$ cat src/shared/dcc_pkg.sv
// Constants and types shared by the dual comparator control logic
package dcc_pkg;
   localparam int DCC_NUM = 2;
   localparam logic SPEED_RESET = 1'h1;
   localparam logic [1:0] PSEL_PIN = 2'h0;
   localparam logic [1:0] PSEL_DAC = 2'h1;
   localparam logic [1:0] PSEL_FREF = 2'h2;
   localparam logic [1:0] PSEL_GND = 2'h3;
   localparam int NSEL_W = 3;
   localparam int NSEL_NUM = 4;
   typedef enum logic [1:0] {
      SRC_PIN,
      SRC_DAC,
      SRC_FREF,
      SRC_GND
   } dcc_psrc_type;
endpackage

$ cat src/rtl/dcc_chan.sv
// One comparator channel: gating, polarity, latching, sync and edge flag
`timescale 1ns/10ps
module dcc_chan
   import dcc_pkg::*;
(
   input wire logic clk,
   input wire logic rst_n,
   input wire logic raw_cmp,
   input wire logic cmp_on,
   input wire logic invert,
   input wire logic sync_en,
   input wire logic tmr_fall,
   input wire logic rise_en,
   input wire logic fall_en,
   input wire logic flag_clr,
   output logic result_r,
   output logic pin_val_r,
   output logic flag_r
);
   logic prev_r;
   logic sync_r;
   logic gated;
   logic result_nxt;
   logic prev_nxt;
   logic sync_nxt;
   logic flag_nxt;
   logic pin_nxt;
   logic rise;
   logic fall;

   always_comb begin
      // gate then invert
      gated = (raw_cmp & cmp_on) ^ invert;
      // per-cycle capture
      result_nxt = gated;
      prev_nxt = result_r;
      // edge compare
      rise = result_r & ~prev_r;
      fall = ~result_r & prev_r;
      // re-latch on prescaled timer fall
      sync_nxt = tmr_fall ? result_r : sync_r;
      pin_nxt = sync_en ? sync_nxt : gated;
      // set wins over clear
      flag_nxt = (flag_r & ~flag_clr) | (rise & rise_en) | (fall & fall_en);
   end

   always_ff @(posedge clk or negedge rst_n) begin
      if (!rst_n) begin
         result_r <= 1'h0;
         prev_r <= 1'h0;
         sync_r <= 1'h0;
         pin_val_r <= 1'h0;
         flag_r <= 1'h0;
      end else begin
         result_r <= result_nxt;
         prev_r <= prev_nxt;
         sync_r <= sync_nxt;
         pin_val_r <= pin_nxt;
         flag_r <= flag_nxt;
      end
   end

   a_flag_set: assert property (@(posedge clk) disable iff (!rst_n)
      (rise & rise_en) |=> flag_r) else $error("flag missed rising edge");
   a_flag_hold: assert property (@(posedge clk) disable iff (!rst_n)
      (flag_r & ~flag_clr) |=> flag_r) else $error("flag dropped without clear");
   a_clear_race: assert property (@(posedge clk) disable iff (!rst_n)
      (flag_clr & fall & fall_en) |=> flag_r) else $error("clear beat edge");
   a_result_track: assert property (@(posedge clk) disable iff (!rst_n)
      1'b1 |=> result_r == $past((raw_cmp & cmp_on) ^ invert))
      else $error("result wrong");
   a_sync_stable: assert property (@(posedge clk) disable iff (!rst_n)
      (sync_en & ~tmr_fall & $past(sync_en) & ~$past(tmr_fall)) |=> $stable(pin_val_r))
      else $error("synced pin moved without timer edge");
   c_rise: cover property (@(posedge clk) disable iff (!rst_n) rise & rise_en);
   c_fall: cover property (@(posedge clk) disable iff (!rst_n) fall & fall_en);
   c_race: cover property (@(posedge clk) disable iff (!rst_n) flag_clr & rise & rise_en);
endmodule // dcc_chan

$ cat src/rtl/dcc_top.sv
// Digital control around two analog comparators
// Notes on behaviour
// Comparator works only while comparator_on is set; otherwise off.
// Result shown in control result bit and mirror register bit.
// Pin driven only with output enable, direction output, and comparator on.
// Output enable overrides port latch regardless of comparator_on.
// Internal result latched each instruction cycle; pin path not latched (code registers it each clock in pin_val_r, then PIN_OUT).
// Invert clear gives plus-over-minus high; invert set complements.
// speed_select resets to 1 normal; 0 is low power.
// hysteresis_enable turns input hysteresis on or off.
// Each result offered as gate source to the gated timer.
// With sync enabled, result relatched on timer clock falling edge.
// Sync latch uses the prescaled timer clock.
// Timer counts on rising edge so synced value is stable.
// Separate rising and falling edge detectors per comparator.
// Enabled rising or falling edge sets the interrupt flag.
// Only software clears flag; simultaneous edge keeps it set.
// Software enables comparator, edges and interrupt enables for interrupts.
// Edges seen after inversion and gating, even when disabled.
// Two-bit positive select routes pin, DAC, reference or ground.
// Comparator off disconnects every input source.
// Raw output high when plus input exceeds minus input.
// Three-bit negative select routes one source to minus input.
// Edge found by comparing latched result with previous cycle's.
`timescale 1ns/10ps
module dcc_top
   import dcc_pkg::*;
(
   input wire logic CLK,
   input wire logic RESETN,
   input wire logic [1:0] RAW_CMP,
   input wire logic [1:0] COMPARATOR_ON,
   input wire logic [1:0] PIN_OUTPUT_ENABLE,
   input wire logic [1:0] PIN_DIRECTION,
   input wire logic [1:0] PORT_LATCH,
   input wire logic [1:0] OUTPUT_INVERT,
   input wire logic [1:0] SPEED_WRITE,
   input wire logic [1:0] SPEED_WDATA,
   input wire logic [1:0] HYSTERESIS_ENABLE,
   input wire logic [1:0] TIMER_SYNC_ENABLE,
   input wire logic [1:0] RISE_IRQ_ENABLE,
   input wire logic [1:0] FALL_IRQ_ENABLE,
   input wire logic [1:0] FLAG_CLEAR,
   input wire logic [3:0] POSITIVE_INPUT_SELECT,
   input wire logic [5:0] NEGATIVE_INPUT_SELECT,
   input wire logic TMR_CLK_PRESCALED,
   input wire logic [1:0] TMR_GATE_SELECT,
   output logic [1:0] COMPARATOR_RESULT,
   output logic [1:0] MIRRORED_RESULT,
   output logic [1:0] PIN_OUT,
   output logic [1:0] PIN_OE_N,
   output logic [1:0] SPEED_SELECT,
   output logic [1:0] HYST_ON,
   output logic [1:0] ANALOG_POWER,
   output logic [7:0] POS_ROUTE,
   output logic [NSEL_NUM*2-1:0] NEG_ROUTE,
   output logic TMR_GATE
);
   logic rst_s1_r;
   logic rst_n_r;
   logic tclk_prev_r;
   logic tmr_fall;
   logic [1:0] result;
   logic [1:0] pin_val;
   logic [1:0] flag;
   logic [1:0] speed_nxt;
   logic [1:0] speed_r;
   logic [1:0] pin_out_nxt;
   logic [1:0] pin_oe_n_nxt;
   logic [7:0] pos_nxt;
   logic [NSEL_NUM*2-1:0] neg_nxt;
   logic gate_nxt;
   logic [1:0] hyst_nxt;
   logic [1:0] cmp_irq_flag;

   // One-hot routing of a select code; all off when the comparator is off
   function automatic logic [3:0] route4(input logic on, input logic [1:0] sel);
      logic [3:0] r;
      r = 4'h0;
      if (on) begin
         r[sel] = 1'b1;
      end
      return r;
   endfunction

   always_ff @(posedge CLK or negedge RESETN) begin
      if (!RESETN) begin
         rst_s1_r <= 1'b0;
         rst_n_r <= 1'b0;
      end else begin
         rst_s1_r <= 1'b1;
         rst_n_r <= rst_s1_r;
      end
   end

   // falling edge of prescaled timer clock; timer counts on rising
   assign tmr_fall = tclk_prev_r & ~TMR_CLK_PRESCALED;

   for (genvar i = 0; i < DCC_NUM; i++) begin : g_ch
      dcc_chan u_chan (
         .clk(CLK),
         .rst_n(rst_n_r),
         .raw_cmp(RAW_CMP[i]),
         .cmp_on(COMPARATOR_ON[i]),
         .invert(OUTPUT_INVERT[i]),
         .sync_en(TIMER_SYNC_ENABLE[i]),
         .tmr_fall(tmr_fall),
         .rise_en(RISE_IRQ_ENABLE[i]),
         .fall_en(FALL_IRQ_ENABLE[i]),
         .flag_clr(FLAG_CLEAR[i]),
         .result_r(result[i]),
         .pin_val_r(pin_val[i]),
         .flag_r(flag[i])
      );
   end

   always_comb begin
      for (int i = 0; i < DCC_NUM; i++) begin
         // speed written by software
         speed_nxt[i] = SPEED_WRITE[i] ? SPEED_WDATA[i] : speed_r[i];
         // override of port latch independent of comparator_on
         pin_out_nxt[i] = PIN_OUTPUT_ENABLE[i] ? pin_val[i] : PORT_LATCH[i];
         // drive only when enabled, output direction and on
         pin_oe_n_nxt[i] = ~(PIN_OUTPUT_ENABLE[i] & ~PIN_DIRECTION[i] & COMPARATOR_ON[i]);
         // positive routing
         pos_nxt[i*4 +: 4] = route4(COMPARATOR_ON[i], POSITIVE_INPUT_SELECT[i*2 +: 2]);
         // negative routing; codes above the last source select none
         neg_nxt[i*NSEL_NUM +: NSEL_NUM] = NEGATIVE_INPUT_SELECT[i*NSEL_W + 2] ? 4'h0 :
            route4(COMPARATOR_ON[i], NEGATIVE_INPUT_SELECT[i*NSEL_W +: 2]);
      end
      // gate source choice
      gate_nxt = TMR_GATE_SELECT[0] ? pin_val[1] : pin_val[0];
      // hysteresis only while the comparator is on
      hyst_nxt = HYSTERESIS_ENABLE & COMPARATOR_ON;
   end

   always_ff @(posedge CLK or negedge rst_n_r) begin
      if (!rst_n_r) begin
         tclk_prev_r <= 1'b0;
         speed_r <= {DCC_NUM{SPEED_RESET}};
         SPEED_SELECT <= {DCC_NUM{SPEED_RESET}};
         PIN_OUT <= 2'h0;
         PIN_OE_N <= 2'h3;
         COMPARATOR_RESULT <= 2'h0;
         MIRRORED_RESULT <= 2'h0;
         HYST_ON <= 2'h0;
         ANALOG_POWER <= 2'h0;
         POS_ROUTE <= 8'h00;
         NEG_ROUTE <= '0;
         TMR_GATE <= 1'b0;
      end else begin
         tclk_prev_r <= TMR_CLK_PRESCALED;
         speed_r <= speed_nxt;
         SPEED_SELECT <= speed_nxt;
         PIN_OUT <= pin_out_nxt;
         PIN_OE_N <= pin_oe_n_nxt;
         // result and mirror
         COMPARATOR_RESULT <= result;
         MIRRORED_RESULT <= result;
         // hysteresis
         HYST_ON <= hyst_nxt;
         // power only while on
         ANALOG_POWER <= COMPARATOR_ON;
         POS_ROUTE <= pos_nxt;
         NEG_ROUTE <= neg_nxt;
         TMR_GATE <= gate_nxt;
      end
   end

   assign cmp_irq_flag = flag;

   a_pin_drive: assert property (@(posedge CLK) disable iff (!rst_n_r)
      !PIN_OE_N[0] |-> $past(PIN_OUTPUT_ENABLE[0] & COMPARATOR_ON[0] & ~PIN_DIRECTION[0]))
      else $error("pin driven without all conditions");
   a_off_route: assert property (@(posedge CLK) disable iff (!rst_n_r)
      !COMPARATOR_ON[1] |=> (POS_ROUTE[7:4] == 4'h0 && NEG_ROUTE[7:4] == 4'h0))
      else $error("inputs connected while off");
   a_speed_keep: assert property (@(posedge CLK) disable iff (!rst_n_r)
      !SPEED_WRITE[0] |=> $stable(SPEED_SELECT[0])) else $error("speed changed");

   // gate follows channel zero
   a_gate_zero: assert property (@(posedge CLK) disable iff (!rst_n_r)
      !TMR_GATE_SELECT[0] |=> TMR_GATE == $past(pin_val[0]))
      else $error("gate not from channel zero");

   // gate follows channel one
   a_gate_one: assert property (@(posedge CLK) disable iff (!rst_n_r)
      TMR_GATE_SELECT[0] |=> TMR_GATE == $past(pin_val[1]))
      else $error("gate not from channel one");

   // strobe only on falling edge
   a_timer_fall: assert property (@(posedge CLK) disable iff (!rst_n_r)
      tmr_fall |-> ($past(TMR_CLK_PRESCALED) && !TMR_CLK_PRESCALED))
      else $error("timer fall strobe without falling edge");

   // Guards per channel; the rst_n_r term keeps the release edge, whose outputs
   // still hold reset values, out of the antecedents
   for (genvar i = 0; i < DCC_NUM; i++) begin : g_chk
      // drive when allowed
      a_pin_enable: assert property (@(posedge CLK) disable iff (!rst_n_r)
         (rst_n_r && PIN_OUTPUT_ENABLE[i] && !PIN_DIRECTION[i] && COMPARATOR_ON[i])
         |=> !PIN_OE_N[i]) else $error("pin not driven when allowed");

      // release otherwise
      a_pin_release: assert property (@(posedge CLK) disable iff (!rst_n_r)
         (PIN_DIRECTION[i] || !PIN_OUTPUT_ENABLE[i] || !COMPARATOR_ON[i]) |=> PIN_OE_N[i])
         else $error("pin driven when not allowed");

      // latch when not overridden
      a_latch_pass: assert property (@(posedge CLK) disable iff (!rst_n_r)
         (rst_n_r && !PIN_OUTPUT_ENABLE[i]) |=> PIN_OUT[i] == $past(PORT_LATCH[i]))
         else $error("port latch not passed");

      // result overrides latch
      a_pin_override: assert property (@(posedge CLK) disable iff (!rst_n_r)
         PIN_OUTPUT_ENABLE[i] |=> PIN_OUT[i] == $past(pin_val[i]))
         else $error("result did not override latch");

      // mirror equals result
      a_mirror_same: assert property (@(posedge CLK) disable iff (!rst_n_r)
         MIRRORED_RESULT[i] == COMPARATOR_RESULT[i])
         else $error("mirror differs from result");

      // polarity end to end
      a_result_path: assert property (@(posedge CLK) disable iff (!rst_n_r)
         $past(rst_n_r, 2) |-> COMPARATOR_RESULT[i] ==
         $past((RAW_CMP[i] & COMPARATOR_ON[i]) ^ OUTPUT_INVERT[i], 2))
         else $error("result polarity path wrong");

      // off means quiet
      a_off_quiet: assert property (@(posedge CLK) disable iff (!rst_n_r)
         !COMPARATOR_ON[i] |=> (!ANALOG_POWER[i] && !HYST_ON[i]))
         else $error("analog active while off");

      // on means powered
      a_on_power: assert property (@(posedge CLK) disable iff (!rst_n_r)
         (rst_n_r && COMPARATOR_ON[i]) |=> ANALOG_POWER[i])
         else $error("comparator unpowered while on");

      // hysteresis switched on
      a_hyst_on: assert property (@(posedge CLK) disable iff (!rst_n_r)
         (rst_n_r && HYSTERESIS_ENABLE[i] && COMPARATOR_ON[i]) |=> HYST_ON[i])
         else $error("hysteresis not on");

      // hysteresis switched off
      a_hyst_off: assert property (@(posedge CLK) disable iff (!rst_n_r)
         !HYSTERESIS_ENABLE[i] |=> !HYST_ON[i])
         else $error("hysteresis not off");

      // speed write lands
      a_speed_load: assert property (@(posedge CLK) disable iff (!rst_n_r)
         (rst_n_r && SPEED_WRITE[i]) |=> SPEED_SELECT[i] == $past(SPEED_WDATA[i]))
         else $error("speed write lost");

      // speed held between writes
      a_speed_hold: assert property (@(posedge CLK) disable iff (!rst_n_r)
         !SPEED_WRITE[i] |=> $stable(SPEED_SELECT[i]))
         else $error("speed moved without write");

      // one positive source
      a_pos_onehot: assert property (@(posedge CLK) disable iff (!rst_n_r)
         (rst_n_r && COMPARATOR_ON[i]) |=> $onehot(POS_ROUTE[i*4 +: 4]))
         else $error("positive route not one-hot");

      // pin code
      a_pos_pin: assert property (@(posedge CLK) disable iff (!rst_n_r)
         (rst_n_r && COMPARATOR_ON[i] && POSITIVE_INPUT_SELECT[i*2 +: 2] == PSEL_PIN)
         |=> POS_ROUTE[i*4 +: 4] == 4'h1) else $error("pin source not routed");

      // converter code
      a_pos_dac: assert property (@(posedge CLK) disable iff (!rst_n_r)
         (rst_n_r && COMPARATOR_ON[i] && POSITIVE_INPUT_SELECT[i*2 +: 2] == PSEL_DAC)
         |=> POS_ROUTE[i*4 +: 4] == 4'h2) else $error("converter source not routed");

      // reference code
      a_pos_fref: assert property (@(posedge CLK) disable iff (!rst_n_r)
         (rst_n_r && COMPARATOR_ON[i] && POSITIVE_INPUT_SELECT[i*2 +: 2] == PSEL_FREF)
         |=> POS_ROUTE[i*4 +: 4] == 4'h4) else $error("reference source not routed");

      // ground code
      a_pos_ground: assert property (@(posedge CLK) disable iff (!rst_n_r)
         (rst_n_r && COMPARATOR_ON[i] && POSITIVE_INPUT_SELECT[i*2 +: 2] == PSEL_GND)
         |=> POS_ROUTE[i*4 +: 4] == 4'h8) else $error("ground source not routed");

      // upper codes select none
      a_neg_none: assert property (@(posedge CLK) disable iff (!rst_n_r)
         NEGATIVE_INPUT_SELECT[i*NSEL_W + 2] |=> NEG_ROUTE[i*NSEL_NUM +: NSEL_NUM] == 4'h0)
         else $error("negative route on for unused code");

      // one negative source
      a_neg_onehot: assert property (@(posedge CLK) disable iff (!rst_n_r)
         (rst_n_r && COMPARATOR_ON[i] && !NEGATIVE_INPUT_SELECT[i*NSEL_W + 2])
         |=> $onehot(NEG_ROUTE[i*NSEL_NUM +: NSEL_NUM])) else $error("negative route not one-hot");

      // first code
      a_neg_first: assert property (@(posedge CLK) disable iff (!rst_n_r)
         (rst_n_r && COMPARATOR_ON[i] && NEGATIVE_INPUT_SELECT[i*NSEL_W +: NSEL_W] == 3'h0)
         |=> NEG_ROUTE[i*NSEL_NUM +: NSEL_NUM] == 4'h1) else $error("first negative not routed");

      // off disconnects all
      a_route_off: assert property (@(posedge CLK) disable iff (!rst_n_r)
         !COMPARATOR_ON[i] |=> (POS_ROUTE[i*4 +: 4] == 4'h0 &&
         NEG_ROUTE[i*NSEL_NUM +: NSEL_NUM] == 4'h0)) else $error("input connected while off");

      // flag kept until cleared
      a_flag_keep: assert property (@(posedge CLK) disable iff (!rst_n_r)
         (cmp_irq_flag[i] && !FLAG_CLEAR[i]) |=> cmp_irq_flag[i])
         else $error("flag lost without clear");
   end
   c_pin: cover property (@(posedge CLK) disable iff (!rst_n_r) !PIN_OE_N[0]);
   c_flag: cover property (@(posedge CLK) disable iff (!rst_n_r) cmp_irq_flag[1]);
endmodule // dcc_top

$ cat config.mk
export PLATFORM = sky130hd
export DESIGN_NAME = dcc_top
export DESIGN_NICKNAME = d
export VERILOG_FILES = /design/src/shared/dcc_pkg.sv /design/src/rtl/dcc_chan.sv /design/src/rtl/dcc_top.sv
export SDC_FILE = /design/constraint.sdc
export NUM_CORES = 1
export LEC_CHECK = 0
export ABC_CLOCK_PERIOD_IN_PS = 1500
export BUFFER_PORTS_ARGS = -buffer_cell sky130_fd_sc_hd__buf_4
export CAP_MARGIN = 20
export CORE_UTILIZATION = 45
export CTS_BUF_LIST = sky130_fd_sc_hd__clkbuf_16
export DETAILED_ROUTE_END_ITERATION = 8
export PLACE_DENSITY = 0.78
export SETUP_SLACK_MARGIN = 0.05
export SYNTH_ARGS = -nofsm -noshare
export SYNTH_HDL_FRONTEND = slang
export SYNTH_HIERARCHICAL = 1
export SYNTH_SLANG_ARGS = --single-unit
$ cat constraint.sdc
create_clock -name CLK -period 1.5 [get_ports CLK]
set_input_delay 0.3 -clock CLK [delete_from_list [all_inputs] [get_ports CLK]]
set_output_delay 0.3 -clock CLK [all_outputs]
set_load 0.02 [all_outputs]
==> results.txt, run 1 <==
outcome -> finished with violations
violated checks -> DRC
Seq pwr share -> 46.9%
Avg Cell Area, Syn -> 17.2 sq um
CTS root buffer -> clkbuf_16
CP max stage delay -> 0.34 ns
First DRT Iteration DRCs -> 23
largest net degree at the start of global routing -> 36
final period utilization -> 88.5%
num ports -> 72
Net Sw Frac -> 22.2%
worst endpoint required time -> 1.65 ns
Fin. Hold Viols -> 0
final net count -> 191
max-slew violations -> 0
RSZ-0062 raised after global routing -> false
clk sink count -> 38
achievable frequency -> 0.754 GHz
WP buf/inv -> 0
worst hold path class -> flip-flop to async pin
Crit Path Class -> flip-flop to flip-flop
RR Startpoint -> tclk_prev_r
Clock Skew -> 0.00531 ns
placed cell count -> 173
Worst Path Arrival -> 1.48 ns
Leakage Power -> 1.02 nW
clk_lat worst skew -> 0.27 ns
crit end category -> flip-flop
cells along the critical path -> nor2b_2 > mux2_4 > a221o_1
Die H -> 57.0 um
initial antenna violation count -> 0
Reg2Reg Capture Point -> g_ch[0].u_chan/pin_val_r
clock power share -> 39.0%
Die Wd -> 57.0 um
IO Port Bufs -> 64
Post-Syn Nets -> 120
P_sw -> 0.000534 W
drt via density -> 4.97
Top Family by Delay on Critical Path -> compound AO/OA/AOI/OAI gates
Worst Reg-to-Reg Cells -> 3
Post-route DRC -> 12
Synth-to-Final Area Change -> 48.3%
row count -> 19
CTS clk-pin slew, worst paths -> 0.05 ns
PD cells -> 1200 nW/um^2
first-pass GRT wire length -> 3880 um
max_cap viols -> 0
Finished Layout Cells -> 181
Max VDD drop -> 801 uV
fin crit period -> 1.33 ns
Final setup viols -> 0
Vias -> 899
vias in the first global route -> 881
combinational group share of total power -> 14.1%
GP Congestion -> 0.658
total gr overflow -> 0
Int Power -> 0.00188 W
clk buf depth -> 2
slowest CP cell -> a221o_1
CP max FO -> 2
DR WL/cell -> 13.9 um
Die Area -> 3250 sq um
synth warn -> 6
layout cell share with drive strength beyond 1 -> 63.3%
placeable core region -> 2810 sq um
post-DP HPWL -> 1880 um
R2R Setup Slk -> 0.17 ns
Power, Total -> 0.00241 W
Mapped Area -> 1360 sq um
synthesized instance count -> 79
Initial Utilization -> 48.5%
Detail Route Antenna Nets -> 0
# H-tree levels -> 2
CTS Buf Count -> 5
WL final -> 2520 um
CTS tree -> done
crit start category -> flip-flop
launch point of the worst path -> tclk_prev_r
Fillers -> 216
crit path setup slack, layout -> 0.173 ns
gr usage total -> 16.9%
pre-CTS setup slack -> -0.00824 ns
n_diodes -> 0
router iterations before antenna repair -> 6
==> layer usage <==
layer | part of all wire, % | global-route usage [%] | up-vias
met1 | 37 | 18.6 | 436
met3 | 7.4 | 5.90 | 5
met2 | 54 | 28.7 | 38
met4 | 1.5 | 9.41 | 0
met5 | 0 | 0 | -
li1 | - | - | 420
==> stage by stage <==
stage / hold WS [ns] / cell area (sq um) / utilization (%) / TNS (ns)
floorplan: 0.00441 / 1360 / - / 0
global placement: 0.0129 / 1870 / 66.7 / 0
detailed placement: 0.0166 / 1870 / 66.7 / -0.0159
CTS: 0.0276 / 2010 / 71.8 / 0
global route: 0.0306 / 2020 / 71.9 / 0
finish: 0.0226 / 2020 / 71.9 / 0
==> sequential cells by signal, summed over array words and instances (netlist names) <==
register and count:
TMR_GATE 1, PIN_OE_N 2, g_ch.u_chan/sync_r 2, ANALOG_POWER 2
g_ch.u_chan/result_r 2, PIN_OUT 2, MIRRORED_RESULT 2, rst_n_r 1
POS_ROUTE 8, NEG_ROUTE 8, g_ch.u_chan/pin_val_r 2, tclk_prev_r 1
SPEED_SELECT 2, rst_s1_r 1, HYST_ON 2
==> worst max path at each step <==
stage	slack, ns	end	cells after the start
after floorplan	0.21	g_ch[0].u_chan/pin_val_r	3
after detailed placement	-0.008	g_ch[0].u_chan/pin_val_r	4
after global routing	0.13	g_ch[0].u_chan/pin_val_r	3
after global placement	0.07	g_ch[1].u_chan/pin_val_r	4
after CTS	0.07	g_ch[0].u_chan/pin_val_r	3
final	0.17	g_ch[0].u_chan/pin_val_r	3
==> timing repair <==
item	in CTS	in global routing
setup buffers	0	0
endpoints found under the hold margin	2	0
endpoints found under the setup margin	0	1
hold buffers	1	0
gates resized for setup	0	1
==> cell type report <==
type	instances	area, sq um	share of cell area, %
Tap cell	31	38.8	1.92
Timing Repair Buffer	66	498	24.7
Clock buffer	5	125	6.20
Sequential cell	38	956	47.4
Clock inverter	2	7.51	0.372
Multi-Input combinational cell	39	392	19.4
==> power by group through the flow <==
stage	clock [W]	combinational (W)	sequential [W]
global route	0.00101	0.000363	0.00114
finish	0.000940	0.000340	0.00113
floorplan	0	0.0000939	0.00121
global placement	0	0.000330	0.00115
detailed placement	0	0.000341	0.00115
CTS	0.000959	0.000343	0.00113
==> layout by cell type (no fill, tap or decap), types with 4 or more instances in the layout <==
cell type,count
and4bb_2,4
buf_4,65
clkbuf_16,5
dfrtp_1,34
dfstp_2,4
mux2_2,5
Power figures use the tool's default switching activity.
==> run 2: changes to the inputs <==
--- a/config.mk
+++ b/config.mk
@@ -5,6 +5,7 @@
 export SDC_FILE = /design/constraint.sdc
 export NUM_CORES = 1
 export LEC_CHECK = 0
+export ABC_AREA = 1
 export ABC_CLOCK_PERIOD_IN_PS = 1500
 export BUFFER_PORTS_ARGS = -buffer_cell sky130_fd_sc_hd__buf_4
 export CAP_MARGIN = 20
==> results.txt, run 2 <==
CTS root buffer -> clkbuf_16
gr usage total -> 18.9% (+2.0 points)
Die H -> 56.5 um (-0.80%)
RR Startpoint -> tclk_prev_r
most common cell after layout, fill and taps aside -> buf_4
Worst Reg-to-Reg Cells -> 6 (+3)
placeable core region -> 2780 sq um (-0.85%)
critical path depth in cells -> 1 (-2)
RSZ-0062 raised after global routing -> false
# H-tree levels -> 2 (unchanged)
DR WL/cell -> 10.9 um (-21%)
number of setup buffers added after CTS -> 0 (unchanged)
largest net degree at the start of global routing -> 37 (+2.8%)
n_diodes -> 0 (unchanged)
Die Area -> 3190 sq um (-1.6%)
post_cts resized -> 0 (unchanged)
Final Util -> 73.6% (+1.7 points)
First DRT Iteration DRCs -> 21 (-8.7%)
max-slew violations -> 0 (unchanged)
Clock Skew -> 0.00258 ns (-0.00274 ns)
Power, Total -> 0.00274 W (+14%)
final net count -> 240 (+26%)
achievable frequency -> 0.809 GHz (+7.4%)
R2R Setup Slk -> 0.48 ns (+0.31 ns)
CP max stage delay -> 0.52 ns (+0.18 ns)
WP buf/inv -> 1 (+1)
first-pass GRT wire length -> 4450 um (+15%)
Hold Path Depth -> 1
Vias -> 1042 (+16%)
clk sink count -> 38 (unchanged)
max_cap viols -> 0 (unchanged)
Avg Cell Area, Syn -> 10.4 sq um (-39%)
worst endpoint required time -> 1.20 ns (-0.45 ns)
GP Congestion -> 0.682 (+3.6%)
Fin. Hold Viols -> 0 (unchanged)
synthesized instance count -> 128 (+62%)
placed cell count -> 222 (+28%)
CTS clk-pin slew, worst paths -> 0.05 ns (about the same)
synth warn -> 6 (unchanged)
layout cell share with drive strength beyond 1 -> 41.0% (-22 points)
router iterations before antenna repair -> 4 (-2)
drt via density -> 4.51 (-9.2%)
initial antenna violation count -> 0 (unchanged)
Synth-to-Final Area Change -> 53.1%
Post-Syn Nets -> 169 (+41%)
Post-route DRC -> 0 (-12)
total gr overflow -> 0 (unchanged)
commonest cells after routing, fill and taps aside -> buf_4, dfrtp_1, nand2_1
final period utilization -> 82.4% (-6.1 points)
Initial Utilization -> 48.1% (-0.40 points)
Finished Layout Cells -> 231 (+28%)
cells along the critical path -> buf_4
slowest CP cell -> dfstp_2
Mapped Area -> 1340 sq um (-1.7%)
CP max FO -> 2 (unchanged)
post-DP HPWL -> 1890 um (+0.67%)
Crit Path Class -> flip-flop to output port
Detail Route Antenna Nets -> 0 (unchanged)
outcome -> completed
num ports -> 72 (unchanged)
crit end category -> output port
worst hold path class -> input pin to flip-flop
CTS Hold Bufs -> 1 (unchanged)
crit start category -> flip-flop
CTS Buf Count -> 5 (unchanged)
PD cells -> 1340 nW/um^2 (+12%)
fin crit period -> 1.24 ns (-0.0912 ns)
Leakage Power -> 1.16 nW (+13%)
clk_lat worst skew -> 0.28 ns (about the same)
Worst Path Arrival -> 0.94 ns (-0.54 ns)
row count -> 19 (unchanged)
Largest regs -> NEG_ROUTE (8), POS_ROUTE (8)
Top Family by Delay on Critical Path -> flip-flops
CTS tree -> done
Worst Hold Endpoint -> tclk_prev_r
clk buf depth -> 2 (unchanged)
hold_sp -> TMR_CLK_PRESCALED
IO Port Bufs -> 64 (unchanged)
Die Wd -> 56.5 um (-0.80%)
Max VDD drop -> 1430 uV (+78%)
worst hold slack -> 0.142 ns (+0.119 ns)
final setup TNS -> 0 ns (unchanged)
vias in the first global route -> 1131 (+28%)
WL final -> 2530 um (+0.36%)
Reg2Reg Capture Point -> g_ch[0].u_chan/pin_val_r
Final setup viols -> 0 (unchanged)
## run 2: metal layers
metal  wire [um]  global-route usage [%]
met5           0                       0
met4          58                    8.36
met3         274                    10.4
met2        1340                    32.9
met1         856                    18.0
## run 2: final cells by class
class / count / area (sq um)
Inverter: 24 / 90.1
Clock inverter: 3 / 63.8
Clock buffer: 5 / 125
Timing Repair Buffer: 66 / 498
Tap cell: 31 / 38.8
Multi-Input combinational cell: 64 / 277
Sequential cell: 38 / 956
Fill cell: 205 / 733
## run 2: worst max path at each step
stage / end / slack (ns) / from
finish: SPEED_SELECT[0] / 0.26 / SPEED_SELECT[0]
global route: SPEED_SELECT[0] / 0.24 / SPEED_SELECT[0]
floorplan: ANALOG_POWER[0] / 0.37 / rst_n_r
CTS: SPEED_SELECT[0] / 0.25 / SPEED_SELECT[0]
global placement: g_ch[0].u_chan/pin_val_r / 0.45 / TMR_CLK_PRESCALED
detailed placement: g_ch[0].u_chan/pin_val_r / 0.41 / TMR_CLK_PRESCALED
## run 2: metrics by stage
| stage | cell area, sq um | setup WS, ns |
|---|---|---|
| 2_1_floorplan | 1340 | 0.371 |
| 3_3_place_gp | 1850 | 0.449 |
| 3_5_place_dp | 1850 | 0.410 |
| 4_1_cts | 2050 | 0.250 |
| 5_1_grt | 2050 | 0.238 |
| 6_report | 2050 | 0.264 |
## run 2: report_power, final
group	internal [W]	switching, W
logic	0.000142	0.000165
clock network	0.000945	0.000373
registers	0.00109	0.0000220
